==> config.mk <==
export PLATFORM = sky130hd
export DESIGN_NAME = tccu_top
export DESIGN_NICKNAME = d
export VERILOG_FILES = /design/src/common/tccu_pkg.sv /design/src/common/tccu_evt_if.sv /design/src/logic/tccu_top.sv /design/src/logic/tccu_sync_edge.sv /design/src/logic/tccu_prescaler.sv
export SDC_FILE = /design/constraint.sdc
export NUM_CORES = 1
export LEC_CHECK = 0
export BUFFER_PORTS_ARGS = -buffer_cell sky130_fd_sc_hd__buf_4
export CORE_MARGIN = 3
export CORE_UTILIZATION = 45
export CTS_BUF_LIST = sky130_fd_sc_hd__clkbuf_8
export DETAILED_ROUTE_END_ITERATION = 6
export GPL_TIMING_DRIVEN = 0
export PLACE_DENSITY = 0.75
export SYNTH_ARGS = -nofsm -noshare
export SYNTH_HDL_FRONTEND = slang
export SYNTH_HIERARCHICAL = 1
export SYNTH_SLANG_ARGS = --single-unit
==> constraint.sdc <==
create_clock -name clk_i -period 3.9 [get_ports clk_i]
set_clock_uncertainty 0.15 [all_clocks]
set_input_delay 0.195 -clock clk_i [delete_from_list [all_inputs] [get_ports clk_i]]
set_output_delay 0.195 -clock clk_i [all_outputs]
set_load 0.05 [all_outputs]
==> src/common/tccu_pkg.sv <==
// Shared constants and types for the timer capture/compare unit
// Contract
// - Capture mode change may raise false flag
// - Four capture prescaler settings via mode field
// - Prescaler cleared when off or not capturing
// - Every reset clears the prescaler counter
// - Prescaler-to-prescaler switch keeps count, may glitch
// - Timer holds during sleep, resumes afterwards; the bench timer keeps running in sleep
// - Capture keeps working while device sleeps
// - Compare match pair against timer continuously
// - Match performs toggle, set, clear, trigger, interrupt
// - Flag set in same cycle as pin action
// - Every compare mode raises flag on match
// - Capture copies timer into match pair
// - Capture sets sticky flag, overwrites old value
// - Capture codes: falling, rising, 4th, 16th
// - Code 0010 toggles pin on each match
package tccu_pkg;

	// Widths
	localparam int unsigned TIMER_W = 16;
	localparam int unsigned WB_AW = 8;
	localparam int unsigned WB_DW = 32;
	localparam int unsigned SYNC_STAGES = 2;
	localparam int unsigned PRESC_W = 4;

	// Register byte offsets
	localparam logic [7:0] OFS_CONTROL = 8'h00;
	localparam logic [7:0] OFS_MATCH_LOW = 8'h04;
	localparam logic [7:0] OFS_MATCH_HIGH = 8'h08;
	localparam logic [7:0] OFS_STATUS = 8'h0C;

	// Reset values
	localparam logic [7:0] CONTROL_RESET = 8'h00;
	localparam logic [7:0] MATCH_RESET = 8'h00;

	// Field positions
	localparam int unsigned MODE_LSB = 0;
	localparam int unsigned MODE_W = 4;
	localparam int unsigned STAT_FLAG_BIT = 0;
	localparam int unsigned STAT_PIN_BIT = 1;
	localparam int unsigned STAT_EQ_BIT = 2;

	// Prescaler divisors
	localparam logic [PRESC_W-1:0] PRESC_DIV4_LAST = 4'h3;
	localparam logic [PRESC_W-1:0] PRESC_DIV16_LAST = 4'hF;

	// Prescaler selections, low two bits of a capture mode
	localparam logic [1:0] PSEL_FALL = 2'h0;
	localparam logic [1:0] PSEL_RISE = 2'h1;
	localparam logic [1:0] PSEL_DIV4 = 2'h2;
	localparam logic [1:0] PSEL_DIV16 = 2'h3;

	// Mode field encodings
	typedef enum logic [3:0] {
		TCCU_OFF = 4'b0000,
		TCCU_RSVD = 4'b0001,
		TCCU_CMP_TOGGLE = 4'b0010,
		TCCU_CAP_PLAIN = 4'b0011,
		TCCU_CAP_FALL = 4'b0100,
		TCCU_CAP_RISE = 4'b0101,
		TCCU_CAP_RISE4 = 4'b0110,
		TCCU_CAP_RISE16 = 4'b0111,
		TCCU_CMP_SET = 4'b1000,
		TCCU_CMP_CLEAR = 4'b1001,
		TCCU_CMP_SWINT = 4'b1010,
		TCCU_CMP_TRIG = 4'b1011
	} tccu_mode_t;

endpackage

==> src/common/tccu_evt_if.sv <==
// Event carrier between pin edge logic, prescaler and core
`timescale 1ns/100ps
interface tccu_evt_if;
	logic rise;
	logic fall;
	logic pres_clear;
	logic [1:0] pres_sel;
	logic capture_evt;

	// Edge detector side
	modport edge_mp (output rise, output fall);
	// Prescaler side
	modport presc_mp (
		input rise,
		input fall,
		input pres_clear,
		input pres_sel,
		output capture_evt
	);
	// Core side
	modport core_mp (
		input capture_evt,
		output pres_clear,
		output pres_sel
	);
endinterface

==> src/logic/tccu_top.sv <==
// Capture/compare unit top with classic Wishbone slave
//
// Design decisions made here: the Wishbone register port and the placing of the registers.
`timescale 1ns/100ps
module tccu_top #(
	parameter int unsigned SYNC_STAGES = tccu_pkg::SYNC_STAGES
) (
	// Clock and reset
	input wire logic clk_i,
	input wire logic rst_i,

	// Wishbone slave
	input wire logic wb_cyc_i,
	input wire logic wb_stb_i,
	input wire logic wb_we_i,
	input wire logic [tccu_pkg::WB_AW-1:0] wb_adr_i,
	input wire logic [3:0] wb_sel_i,
	input wire logic [tccu_pkg::WB_DW-1:0] wb_dat_i,
	output logic [tccu_pkg::WB_DW-1:0] wb_dat_o,
	output logic wb_ack_o,

	// Reference timer and power state
	input wire logic [tccu_pkg::TIMER_W-1:0] timer_i,
	input wire logic sleep_i,

	// Capture/compare pin
	input wire logic pin_i,
	output logic pin_o,
	output logic pin_oe_o,

	// Event outputs
	output logic trigger_o,
	output logic irq_flag_o
);
	import tccu_pkg::*;

	// Parameter sanity
	if (SYNC_STAGES < 2) begin : g_chk
		$error("tccu_top needs at least two pin sync stages");
	end

	// Register state
	logic [7:0] unit_control;
	logic [7:0] match_capture_low;
	logic [7:0] match_capture_high;
	logic unit_irq_flag;
	logic pin_latch;
	logic eq_prev;

	// Next values
	logic [7:0] next_match_low;
	logic [7:0] next_match_high;
	logic next_pin_latch;

	// Event carrier between edge, prescaler and core
	tccu_evt_if evt ();

	// Pin edges
	tccu_sync_edge #(
		.STAGES(SYNC_STAGES)
	) u_edge (
		.clk_i(clk_i),
		.rst_i(rst_i),
		.pin_i(pin_i),
		.evt(evt)
	);

	// Edge qualification
	tccu_prescaler #(
		.CNT_W(PRESC_W)
	) u_presc (
		.clk_i(clk_i),
		.rst_i(rst_i),
		.evt(evt)
	);

	// Bus request decode
	wire bus_req = wb_cyc_i & wb_stb_i & ~wb_ack_o;
	wire bus_wr = bus_req & wb_we_i & wb_sel_i[0];
	wire hit_ctl = (wb_adr_i == OFS_CONTROL);
	wire hit_low = (wb_adr_i == OFS_MATCH_LOW);
	wire hit_high = (wb_adr_i == OFS_MATCH_HIGH);
	wire hit_stat = (wb_adr_i == OFS_STATUS);
	wire wr_ctl = bus_wr & hit_ctl;
	wire wr_low = bus_wr & hit_low;
	wire wr_high = bus_wr & hit_high;
	wire wr_stat = bus_wr & hit_stat;

	// Mode decode of the current setting
	tccu_mode_t mode;
	assign mode = tccu_mode_t'(unit_control[MODE_LSB +: MODE_W]);

	wire is_capture = (mode == TCCU_CAP_FALL) |
		(mode == TCCU_CAP_RISE) |
		(mode == TCCU_CAP_RISE4) |
		(mode == TCCU_CAP_RISE16);
	wire drives_pin = (mode == TCCU_CMP_TOGGLE) |
		(mode == TCCU_CMP_SET) |
		(mode == TCCU_CMP_CLEAR);
	wire is_compare = drives_pin |
		(mode == TCCU_CMP_SWINT) |
		(mode == TCCU_CMP_TRIG);

	// Mode decode of a value being written
	tccu_mode_t wr_mode;
	assign wr_mode = tccu_mode_t'(wb_dat_i[MODE_LSB +: MODE_W]);

	// Prescaler steering; off and non-capture modes hold it clear
	assign evt.pres_clear = ~is_capture;
	assign evt.pres_sel = unit_control[1:0];

	// Qualified capture; clock runs in sleep, so capture does too
	wire cap_hit = evt.capture_evt & is_capture;

	// Continuous 16-bit equality against the timer
	wire [TIMER_W-1:0] match_pair = {match_capture_high, match_capture_low};
	wire eq_now = (match_pair == timer_i);

	// Fire once on entering a match, since the timer may dwell
	// on one count for several clocks; compare needs the clock,
	// so it is held off in sleep
	wire cmp_hit = is_compare & eq_now & ~eq_prev & ~sleep_i;

	// Software clear of the flag, write one to clear
	wire flag_clr = wr_stat & wb_dat_i[STAT_FLAG_BIT];

	// Read data selection
	wire [7:0] stat_byte = {5'h00, eq_now, pin_latch, unit_irq_flag};
	wire [7:0] rd_byte = hit_ctl ? unit_control :
		hit_low ? match_capture_low :
		hit_high ? match_capture_high :
		hit_stat ? stat_byte : 8'h00;

	// Single-cycle answer, dropped the cycle after
	always_ff @(posedge clk_i) begin
		if (rst_i) begin
			wb_ack_o <= 1'b0;
		end else begin
			wb_ack_o <= bus_req;
		end
	end

	// Read data registered with the answer; unmapped reads zero
	always_ff @(posedge clk_i) begin
		if (rst_i) begin
			wb_dat_o <= '0;
		end else if (bus_req & ~wb_we_i) begin
			wb_dat_o <= {24'h000000, rd_byte};
		end
	end

	// Control register; all eight bits stored, upper four unused
	always_ff @(posedge clk_i) begin
		if (rst_i) begin
			unit_control <= CONTROL_RESET;
		end else if (wr_ctl) begin
			unit_control <= wb_dat_i[7:0];
		end
	end

	// Capture loads the timer; it wins over a software byte write
	always_comb begin
		next_match_low = match_capture_low;
		next_match_high = match_capture_high;
		if (wr_low) begin
			next_match_low = wb_dat_i[7:0];
		end
		if (wr_high) begin
			next_match_high = wb_dat_i[7:0];
		end
		if (cap_hit) begin
			// Timer frozen in sleep gives its held value
			next_match_low = timer_i[7:0];
			next_match_high = timer_i[15:8];
		end
	end

	// Match/capture pair; an unread value is simply overwritten
	always_ff @(posedge clk_i) begin
		if (rst_i) begin
			match_capture_low <= MATCH_RESET;
			match_capture_high <= MATCH_RESET;
		end else begin
			match_capture_low <= next_match_low;
			match_capture_high <= next_match_high;
		end
	end

	// Equality history for the entry detector
	always_ff @(posedge clk_i) begin
		if (rst_i) begin
			eq_prev <= 1'b0;
		end else begin
			eq_prev <= eq_now;
		end
	end

	// Compare output latch: init on mode write, act on match
	always_comb begin
		next_pin_latch = pin_latch;
		if (cmp_hit) begin
			case (mode)
				TCCU_CMP_TOGGLE: next_pin_latch = ~pin_latch;
				TCCU_CMP_SET: next_pin_latch = 1'b1;
				TCCU_CMP_CLEAR: next_pin_latch = 1'b0;
				default: next_pin_latch = pin_latch;
			endcase
		end
		if (wr_ctl) begin
			case (wr_mode)
				TCCU_OFF: next_pin_latch = 1'b0;
				TCCU_CMP_SET: next_pin_latch = 1'b0;
				TCCU_CMP_CLEAR: next_pin_latch = 1'b1;
				default: next_pin_latch = pin_latch;
			endcase
		end
	end

	// Latch and pin drive registered together with the flag
	always_ff @(posedge clk_i) begin
		if (rst_i) begin
			pin_latch <= 1'b0;
			pin_o <= 1'b0;
			pin_oe_o <= 1'b0;
		end else begin
			pin_latch <= next_pin_latch;
			pin_o <= next_pin_latch;
			pin_oe_o <= wr_ctl ? ((wr_mode == TCCU_CMP_TOGGLE) |
				(wr_mode == TCCU_CMP_SET) |
				(wr_mode == TCCU_CMP_CLEAR)) : drives_pin;
		end
	end

	// Special event trigger, one-cycle pulse for timer reset
	always_ff @(posedge clk_i) begin
		if (rst_i) begin
			trigger_o <= 1'b0;
		end else begin
			trigger_o <= cmp_hit & (mode == TCCU_CMP_TRIG);
		end
	end

	// Sticky flag: events win over a clear in the same cycle;
	// a capture queued before a mode switch may land as a false
	// event, which software is expected to mask and clear
	always_ff @(posedge clk_i) begin
		if (rst_i) begin
			unit_irq_flag <= 1'b0;
		end else begin
			unit_irq_flag <= cap_hit | cmp_hit |
				(unit_irq_flag & ~flag_clr);
		end
	end

	// Flag copy for the outside enable and interrupt logic
	always_ff @(posedge clk_i) begin
		if (rst_i) begin
			irq_flag_o <= 1'b0;
		end else begin
			irq_flag_o <= cap_hit | cmp_hit |
				(unit_irq_flag & ~flag_clr);
		end
	end

endmodule

==> src/logic/tccu_sync_edge.sv <==
// Pin synchroniser and edge detector
`timescale 1ns/100ps
module tccu_sync_edge #(
	parameter int unsigned STAGES = tccu_pkg::SYNC_STAGES
) (
	// Clock and reset
	input wire logic clk_i,
	input wire logic rst_i,
	// Raw pin
	input wire logic pin_i,
	// Edge pulses
	tccu_evt_if.edge_mp evt
);
	import tccu_pkg::*;

	if (STAGES < 2) begin : g_chk
		$error("tccu_sync_edge needs at least two stages");
	end

	logic [STAGES-1:0] sync;
	logic prev;

	// Only the last stage is looked at; earlier ones may be metastable
	always_ff @(posedge clk_i) begin
		if (rst_i) begin
			sync <= '0;
			prev <= 1'b0;
		end else begin
			sync <= {sync[STAGES-2:0], pin_i};
			prev <= sync[STAGES-1];
		end
	end

	// One pulse per settled edge
	always_ff @(posedge clk_i) begin
		if (rst_i) begin
			evt.rise <= 1'b0;
			evt.fall <= 1'b0;
		end else begin
			evt.rise <= sync[STAGES-1] & ~prev;
			evt.fall <= ~sync[STAGES-1] & prev;
		end
	end
endmodule

==> src/logic/tccu_prescaler.sv <==
// Capture edge prescaler
`timescale 1ns/100ps
module tccu_prescaler #(
	parameter int unsigned CNT_W = tccu_pkg::PRESC_W
) (
	// Clock and reset
	input wire logic clk_i,
	input wire logic rst_i,
	// Edges in, qualified capture out
	tccu_evt_if.presc_mp evt
);
	import tccu_pkg::*;

	if (CNT_W != PRESC_W) begin : g_chk
		$error("tccu_prescaler counter must be four bits");
	end

	logic [CNT_W-1:0] cnt;
	wire div_mode = evt.pres_sel[1];
	wire [CNT_W-1:0] last = (evt.pres_sel == PSEL_DIV16) ?
		PRESC_DIV16_LAST : PRESC_DIV4_LAST;
	wire wrap = evt.rise & div_mode & (cnt == last);

	// Counter survives a direct divisor switch, so it may fire early
	always_ff @(posedge clk_i) begin
		if (rst_i) begin
			cnt <= '0;
		end else if (evt.pres_clear) begin
			cnt <= '0;
		end else if (wrap) begin
			cnt <= '0;
		end else if (evt.rise & div_mode) begin
			cnt <= cnt + 1'b1;
		end
	end

	// Qualified event, one cycle
	always_ff @(posedge clk_i) begin
		if (rst_i) begin
			evt.capture_evt <= 1'b0;
		end else if (evt.pres_clear) begin
			evt.capture_evt <= 1'b0;
		end else begin
			case (evt.pres_sel)
				PSEL_FALL: evt.capture_evt <= evt.fall;
				PSEL_RISE: evt.capture_evt <= evt.rise;
				default: evt.capture_evt <= wrap;
			endcase
		end
	end
endmodule

### Yosys cells after proc, flatten, opt, wreduce, memory -nomap -nowiden

Cells that the tools add are included.

* register bits after elaboration: 48
* input bits: 67
* output and inout bits: 37
* logic and storage cells: 103

* add/subtract/negate cells: 1
* eq/ne operators: 20
* mux-type cells: 15
* bitwise gates (word level): 40
* reduce and logical (&&, ||, !) cells: 11

Operators with widths (number)
* 8-bit 2-to-1 mux: 7
* 4-bit equality test (second input constant): 6
* 1-bit AND: 20
* 16-bit equality test: 1
* 4-bit by 3-bit equality test with 1-bit output (second input constant): 4
* 8-bit by 4-bit equality test with 1-bit output (second input constant): 2
* 1-bit bitwise OR: 11
* 1-bit inverter: 9
* 4-bit by 2-bit equality test with 1-bit output (second input constant): 2
* 8-bit by 3-bit equality test with 1-bit output (second input constant): 1
* 8-bit zero test: 1
* 2-bit nonzero test: 3
* 4-bit by 1-bit adder with 4-bit output (second input constant): 1
* 4-bit equality test: 1
* 4-bit zero test: 1
* 4-bit 2-to-1 mux: 1
* 1-bit case mux with 2 select lines: 2
* 4-bit nonzero test: 1
* 2-bit OR reduction: 2
* 1-bit 2-to-1 mux: 3
* 3-bit 2-to-1 mux: 1
* 3-bit by 2-bit != test with 1-bit output (second input constant): 1
* 1-bit case mux with 3 select lines: 1
* 3-bit AND reduction: 1
* 4 further kinds: 4

### Depth between registers and ports, before layout

* depth in word-level cells: 10
* depth in mapped cells: 6
* mapped depth without buffers: 5

### Hierarchy

Netlist, hierarchy kept.

Modules (own cells, without submodules)
* tccu_top: instances 1, cells each 257, area an instance 2225.9 um2, seq. area each 760.7 um2
* tccu_prescaler: instances 1, cells each 25, area an instance 246.5 um2, seq. area each 100.1 um2
* tccu_sync_edge: instances 1, cells each 10, area an instance 133.9 um2, seq. area each 100.1 um2

### Worst setup path before layout

Ideal clock, no wire load.

* kind: input-to-reg
* from: in wb_adr_i[5] (netlist name)
* to: reg match_capture_high[2]
* setup time: 0.086 ns
* data arrival time: 2.016 ns
* required time: 3.664 ns
* path slack: 1.649 ns
* cell stages on the path: 6
* path buffers: 1
* cells stage by stage: or4_4 or4_4 or3_1 buf_2 mux2i_1 a211oi_1

* longest elaborated chain between the ends: 3

RTL lines
* start, declared: line tccu_top.sv:16 `input wire logic [tccu_pkg::WB_AW-1:0] wb_adr_i,`
* 8-bit by 4-bit equality test with 1-bit output: line tccu_top.sv:82 `wire hit_high = (wb_adr_i == OFS_MATCH_HIGH);`
* 1-bit AND: line tccu_top.sv:86 `wire wr_high = bus_wr & hit_high;`
* 2-bit nonzero test (no source line)
* end signal, assigned: line tccu_top.sv:185 `match_capture_high <= next_match_high;`
* end, declared: line tccu_top.sv:45 `logic [7:0] match_capture_high;`

No other way between the ends.
A chain may end at the register's enable or synchronous reset.

### Worst setup path in the final report

* from: in wb_adr_i[5] (netlist name)
* to: reg match_capture_high[5]

Same word-level chain as after synthesis.

==> summary.md <==
| Metric | Value |
|---|---|
| Outcome | `finished, final reports clean` |
| Share of cells above drive strength 1 | `26.39%` |
| CP Capture Type | `flip-flop` |
| Sequential area share after synthesis | `36.87%` |
| Total number of vias | `2373` |
| Mean Syn Cell Area | `8.926 µm²` |
| CP arrival | `2290 ps` |
| Uppermost layer routed | `met4` |
| Switch Pwr | `0.2616 mW` |
| Hold-fix buffers, CTS | `5` |
| Hold crit path type | `input pin to flip-flop` |
| Clk network pwr share | `33.0%` |
| DPL Wire Length | `5084 µm` |
| P&R area growth vs syn | `27.36%` |
| Worst r2r dst | `pin_latch$_SDFFE_PP0P_` |
| M1 wire length | `2882 µm` |
| Multi-input gate area | `0.001470 mm²` |
| Final Hold Vio Count | `0` |
| Setup bufs post-CTS | `0` |
| Die W | `82.10 µm` |
| Routability congestion estimate | `0.8239` |
| Pint | `0.7090 mW` |
| Final setup TNS | `0 ps` |
| Initial DRC Count | `210` |
| FF+latch area | `960.9 µm²` |
| Area of the die | `0.006740 mm²` |
| Final ANT Viol Nets | `0` |
| Post-synth EDFFs | `0` |
| Slew Limit Fails | `0` |
| Switching share of power | `26.96%` |
| Max Root-Sink Buffers | `2` |
| Die Ht | `82.10 µm` |
| Synth Cell Area | `0.002606 mm²` |
| Critical path data required time | `3970 ps` |
| Synth Flop Type | `dfxtp_1` |
| CTS Buf Count | `5` |
| Vias/cell | `5.262` |
| Clk slew on worst S/H paths | `80 ps` |
| TritonRoute pass-1 iters | `4` |
| Period utilisation layout | `57.10%` |
| Sequential Power Share | `50.8%` |
| Number of core rows | `27` |
| Clk sinks | `48` |
| Fin crit period | `2227 ps` |
| Comb power frac | `16.2%` |
| Gr ovfl total | `0` |
| FF+latch count, synth | `48` |
| IO Pins | `104` |
| Synth warn | `6` |
| WL met3 | `643 µm` |
| Cell depth of the worst flop-to-flop path | `5` |
| CTS tree | `built` |
| Initial antenna violation count | `0` |
| CP startpoint kind | `input pin` |
| Mapped Cells | `292` |
| Ys async rst share | `0%` |
| Worst-Skew Late Latency | `300 ps` |
| Max H-tree Level | `2` |
| VDD IR max | `197.8 µV` |
| Post-Route WL | `6731 µm` |
| CP Capture Point | `match_capture_high[5]$_SDFFE_PP0P_` |
| First-pass GRT wire length | `10610 µm` |
| Maximum fanout along the worst path | `8` |
| RR Startpoint | `match_capture_high[2]$_SDFFE_PP0P_` |
| Initial Util | `47.04%` |
| Fill count | `525` |
| Met2 routed WL | `3087 µm` |
| Power Dens Cells | `292.4 mW/mm²` |
| Leading area contributor after synthesis | `dfxtp_1` |
| Top-area cell type share of the netlist area | `36.87%` |
| Core footprint | `0.005540 mm²` |
| Worst R2R Setup Slack | `1750 ps` |
| Relative slew slack | `54.88%` |
| Pleak | `1.475 nW` |
| Critical Path Start | `wb_adr_i[5]` |
| Worst Tran Pin Value | `676.9 ps` |
| Endpoints failing setup | `0` |
| Max_cap viols | `0` |
| Gr usage total | `20.68%` |
| Fmax | `449.1 MHz` |
| # resized after CTS | `0` |
| Synth top area cells | `dfxtp_1 (37%), mux2i_1 (11%), buf_4 (7.2%)` |
| Crit Path Class | `input pin to flip-flop` |
| Drc violations | `0` |
| Layout Nets | `447` |
| Root Driver | `clkbuf_8` |
| DR WL/cell | `14.92 µm` |
| Distinct cells, synth | `47` |
| Ant. Diodes | `0` |
| RSZ-0062 raised after global routing | `false` |
| Largest net degree at the start of global routing | `14` |
| Vias in the first global route | `2264` |
| Final Total Pwr | `0.9706 mW` |
| Port bufs | `52` |
==> sequential cells by signal, indices dropped and copies added, names as in the netlist <==
register	count
wb_dat_o	8
irq_flag_o	1
match_capture_high	8
u_edge/evt.fall	1
trigger_o	1
u_presc/evt.capture_evt	1
u_presc/cnt	4
pin_latch	1
u_edge/prev	1
wb_ack_o	1
eq_prev	1
u_edge/evt.rise	1
match_capture_low	8
u_edge/sync	2
pin_oe_o	1
unit_control	8
==> kinds of logic (layout without fill, tap and decap cells) <==
group                    Yosys count  in the layout  share of synthesized area [%]
multiplexers                      30             30                          12.48
AO/OA/AOI/OAI                     50             50                          13.83
flip-flops                        48             48                          36.87
buffers and inverters             44            108                          10.03
AND/OR/NAND/NOR                  100            100                          20.12
other                              1             24                         0.1439
XOR/XNOR                          18             18                          6.049
adder cells (fa/ha/maj)            1              1                         0.4800
==> Yosys cell counts, types with 4 or more instances <==
library cell,n
a211oi_1,16
a21oi_1,7
a22oi_1,7
buf_4,25
clkbuf_1,9
dfxtp_1,48
inv_1,6
mux2i_1,28
nand2_1,16
nor2_1,36
nor2b_1,5
nor3b_1,4
nor4_1,8
o21ai_0,8
or3_1,4
or4_1,4
xor2_1,18
==> cell usage in the layout (no fill, tap or decap), types with 3 or more instances in the layout <==
cell	n
a211oi_1	16
a21oi_1	7
a22oi_1	7
buf_4	77
clkbuf_1	9
clkbuf_8	7
conb_1	24
dfxtp_1	48
dlygate4sd3_1	5
inv_1	6
mux2i_1	28
nand2_1	16
nand3_1	3
nor2_1	36
nor2b_1	5
nor3_1	3
nor3b_1	4
nor4_1	8
o21ai_0	8
or2_2	3
or3_1	4
or4_1	4
xor2_1	18
==> final cells by class <==
class | instances | share of cell area [%]
Buffer | 38 | 7.199
Clock buffer | 7 | 2.902
Inverter | 6 | 0.6785
Multi-Input combinational cell | 223 | 44.29
Sequential cell | 48 | 28.95
Tap cell | 72 | 2.714
Timing Repair Buffer | 57 | 13.27
==> power groups by stage <==
stage,registers [mW],logic (mW),clock network [mW]
detailed placement,0.505,0.152,0
global placement,0.505,0.150,0
floorplan,0.508,0.0958,0
finish,0.493,0.157,0.320
global route,0.494,0.168,0.348
CTS,0.493,0.156,0.328
==> stage by stage <==
| stage | setup slack, ps | instance area, µm² | utilization, % | hold WS [ps] | std cells |
|---|---|---|---|---|---|
| floorplan | 1649 | 2693 | - | 116.6 | 315 |
| global placement | 1399 | 3173 | 57.27 | 243.5 | 439 |
| detailed placement | 1370 | 3173 | 57.27 | 256.1 | 439 |
| CTS | 1677 | 3319 | 59.91 | 8.283 | 451 |
| global route | 1559 | 3319 | 59.91 | 17.80 | 451 |
| finish | 1673 | 3319 | 59.91 | 10.11 | 451 |
==> worst min path at each step <==
stage                           startpoint                           end  slack, ps  cells past startpoint
finish                         wb_dat_i[7]  unit_control[7]$_SDFFE_PP0P_         10                      3
global route                   wb_dat_i[7]  unit_control[7]$_SDFFE_PP0P_         20                      3
CTS                            wb_dat_i[4]  unit_control[4]$_SDFFE_PP0P_          8                      3
detailed placement  u_edge/prev$_SDFF_PP0_    u_edge/evt.rise$_SDFF_PP0_        260                      1
global placement    u_edge/prev$_SDFF_PP0_    u_edge/evt.rise$_SDFF_PP0_        240                      1
floorplan                            rst_i        u_edge/prev$_SDFF_PP0_        120                      1
==> layer usage <==
| layer | global-route usage (%) | up-vias |
|---|---|---|
| met1 | 28.28 | 1106 |
| met4 | 9.302 | 0 |
| met3 | 3.688 | 10 |
| met5 | 0 | - |
| li1 | - | 1163 |
| met2 | 31.74 | 94 |
==> worst max-delay path, stage by stage <==
cell and delay [ps]:
buf_4 110, or4_4 540, or4_4 460, or3_1 370, buf_2 220, mux2i_1 150
a211oi_1 250
Note: power is estimated with default switching activity, not from simulation.
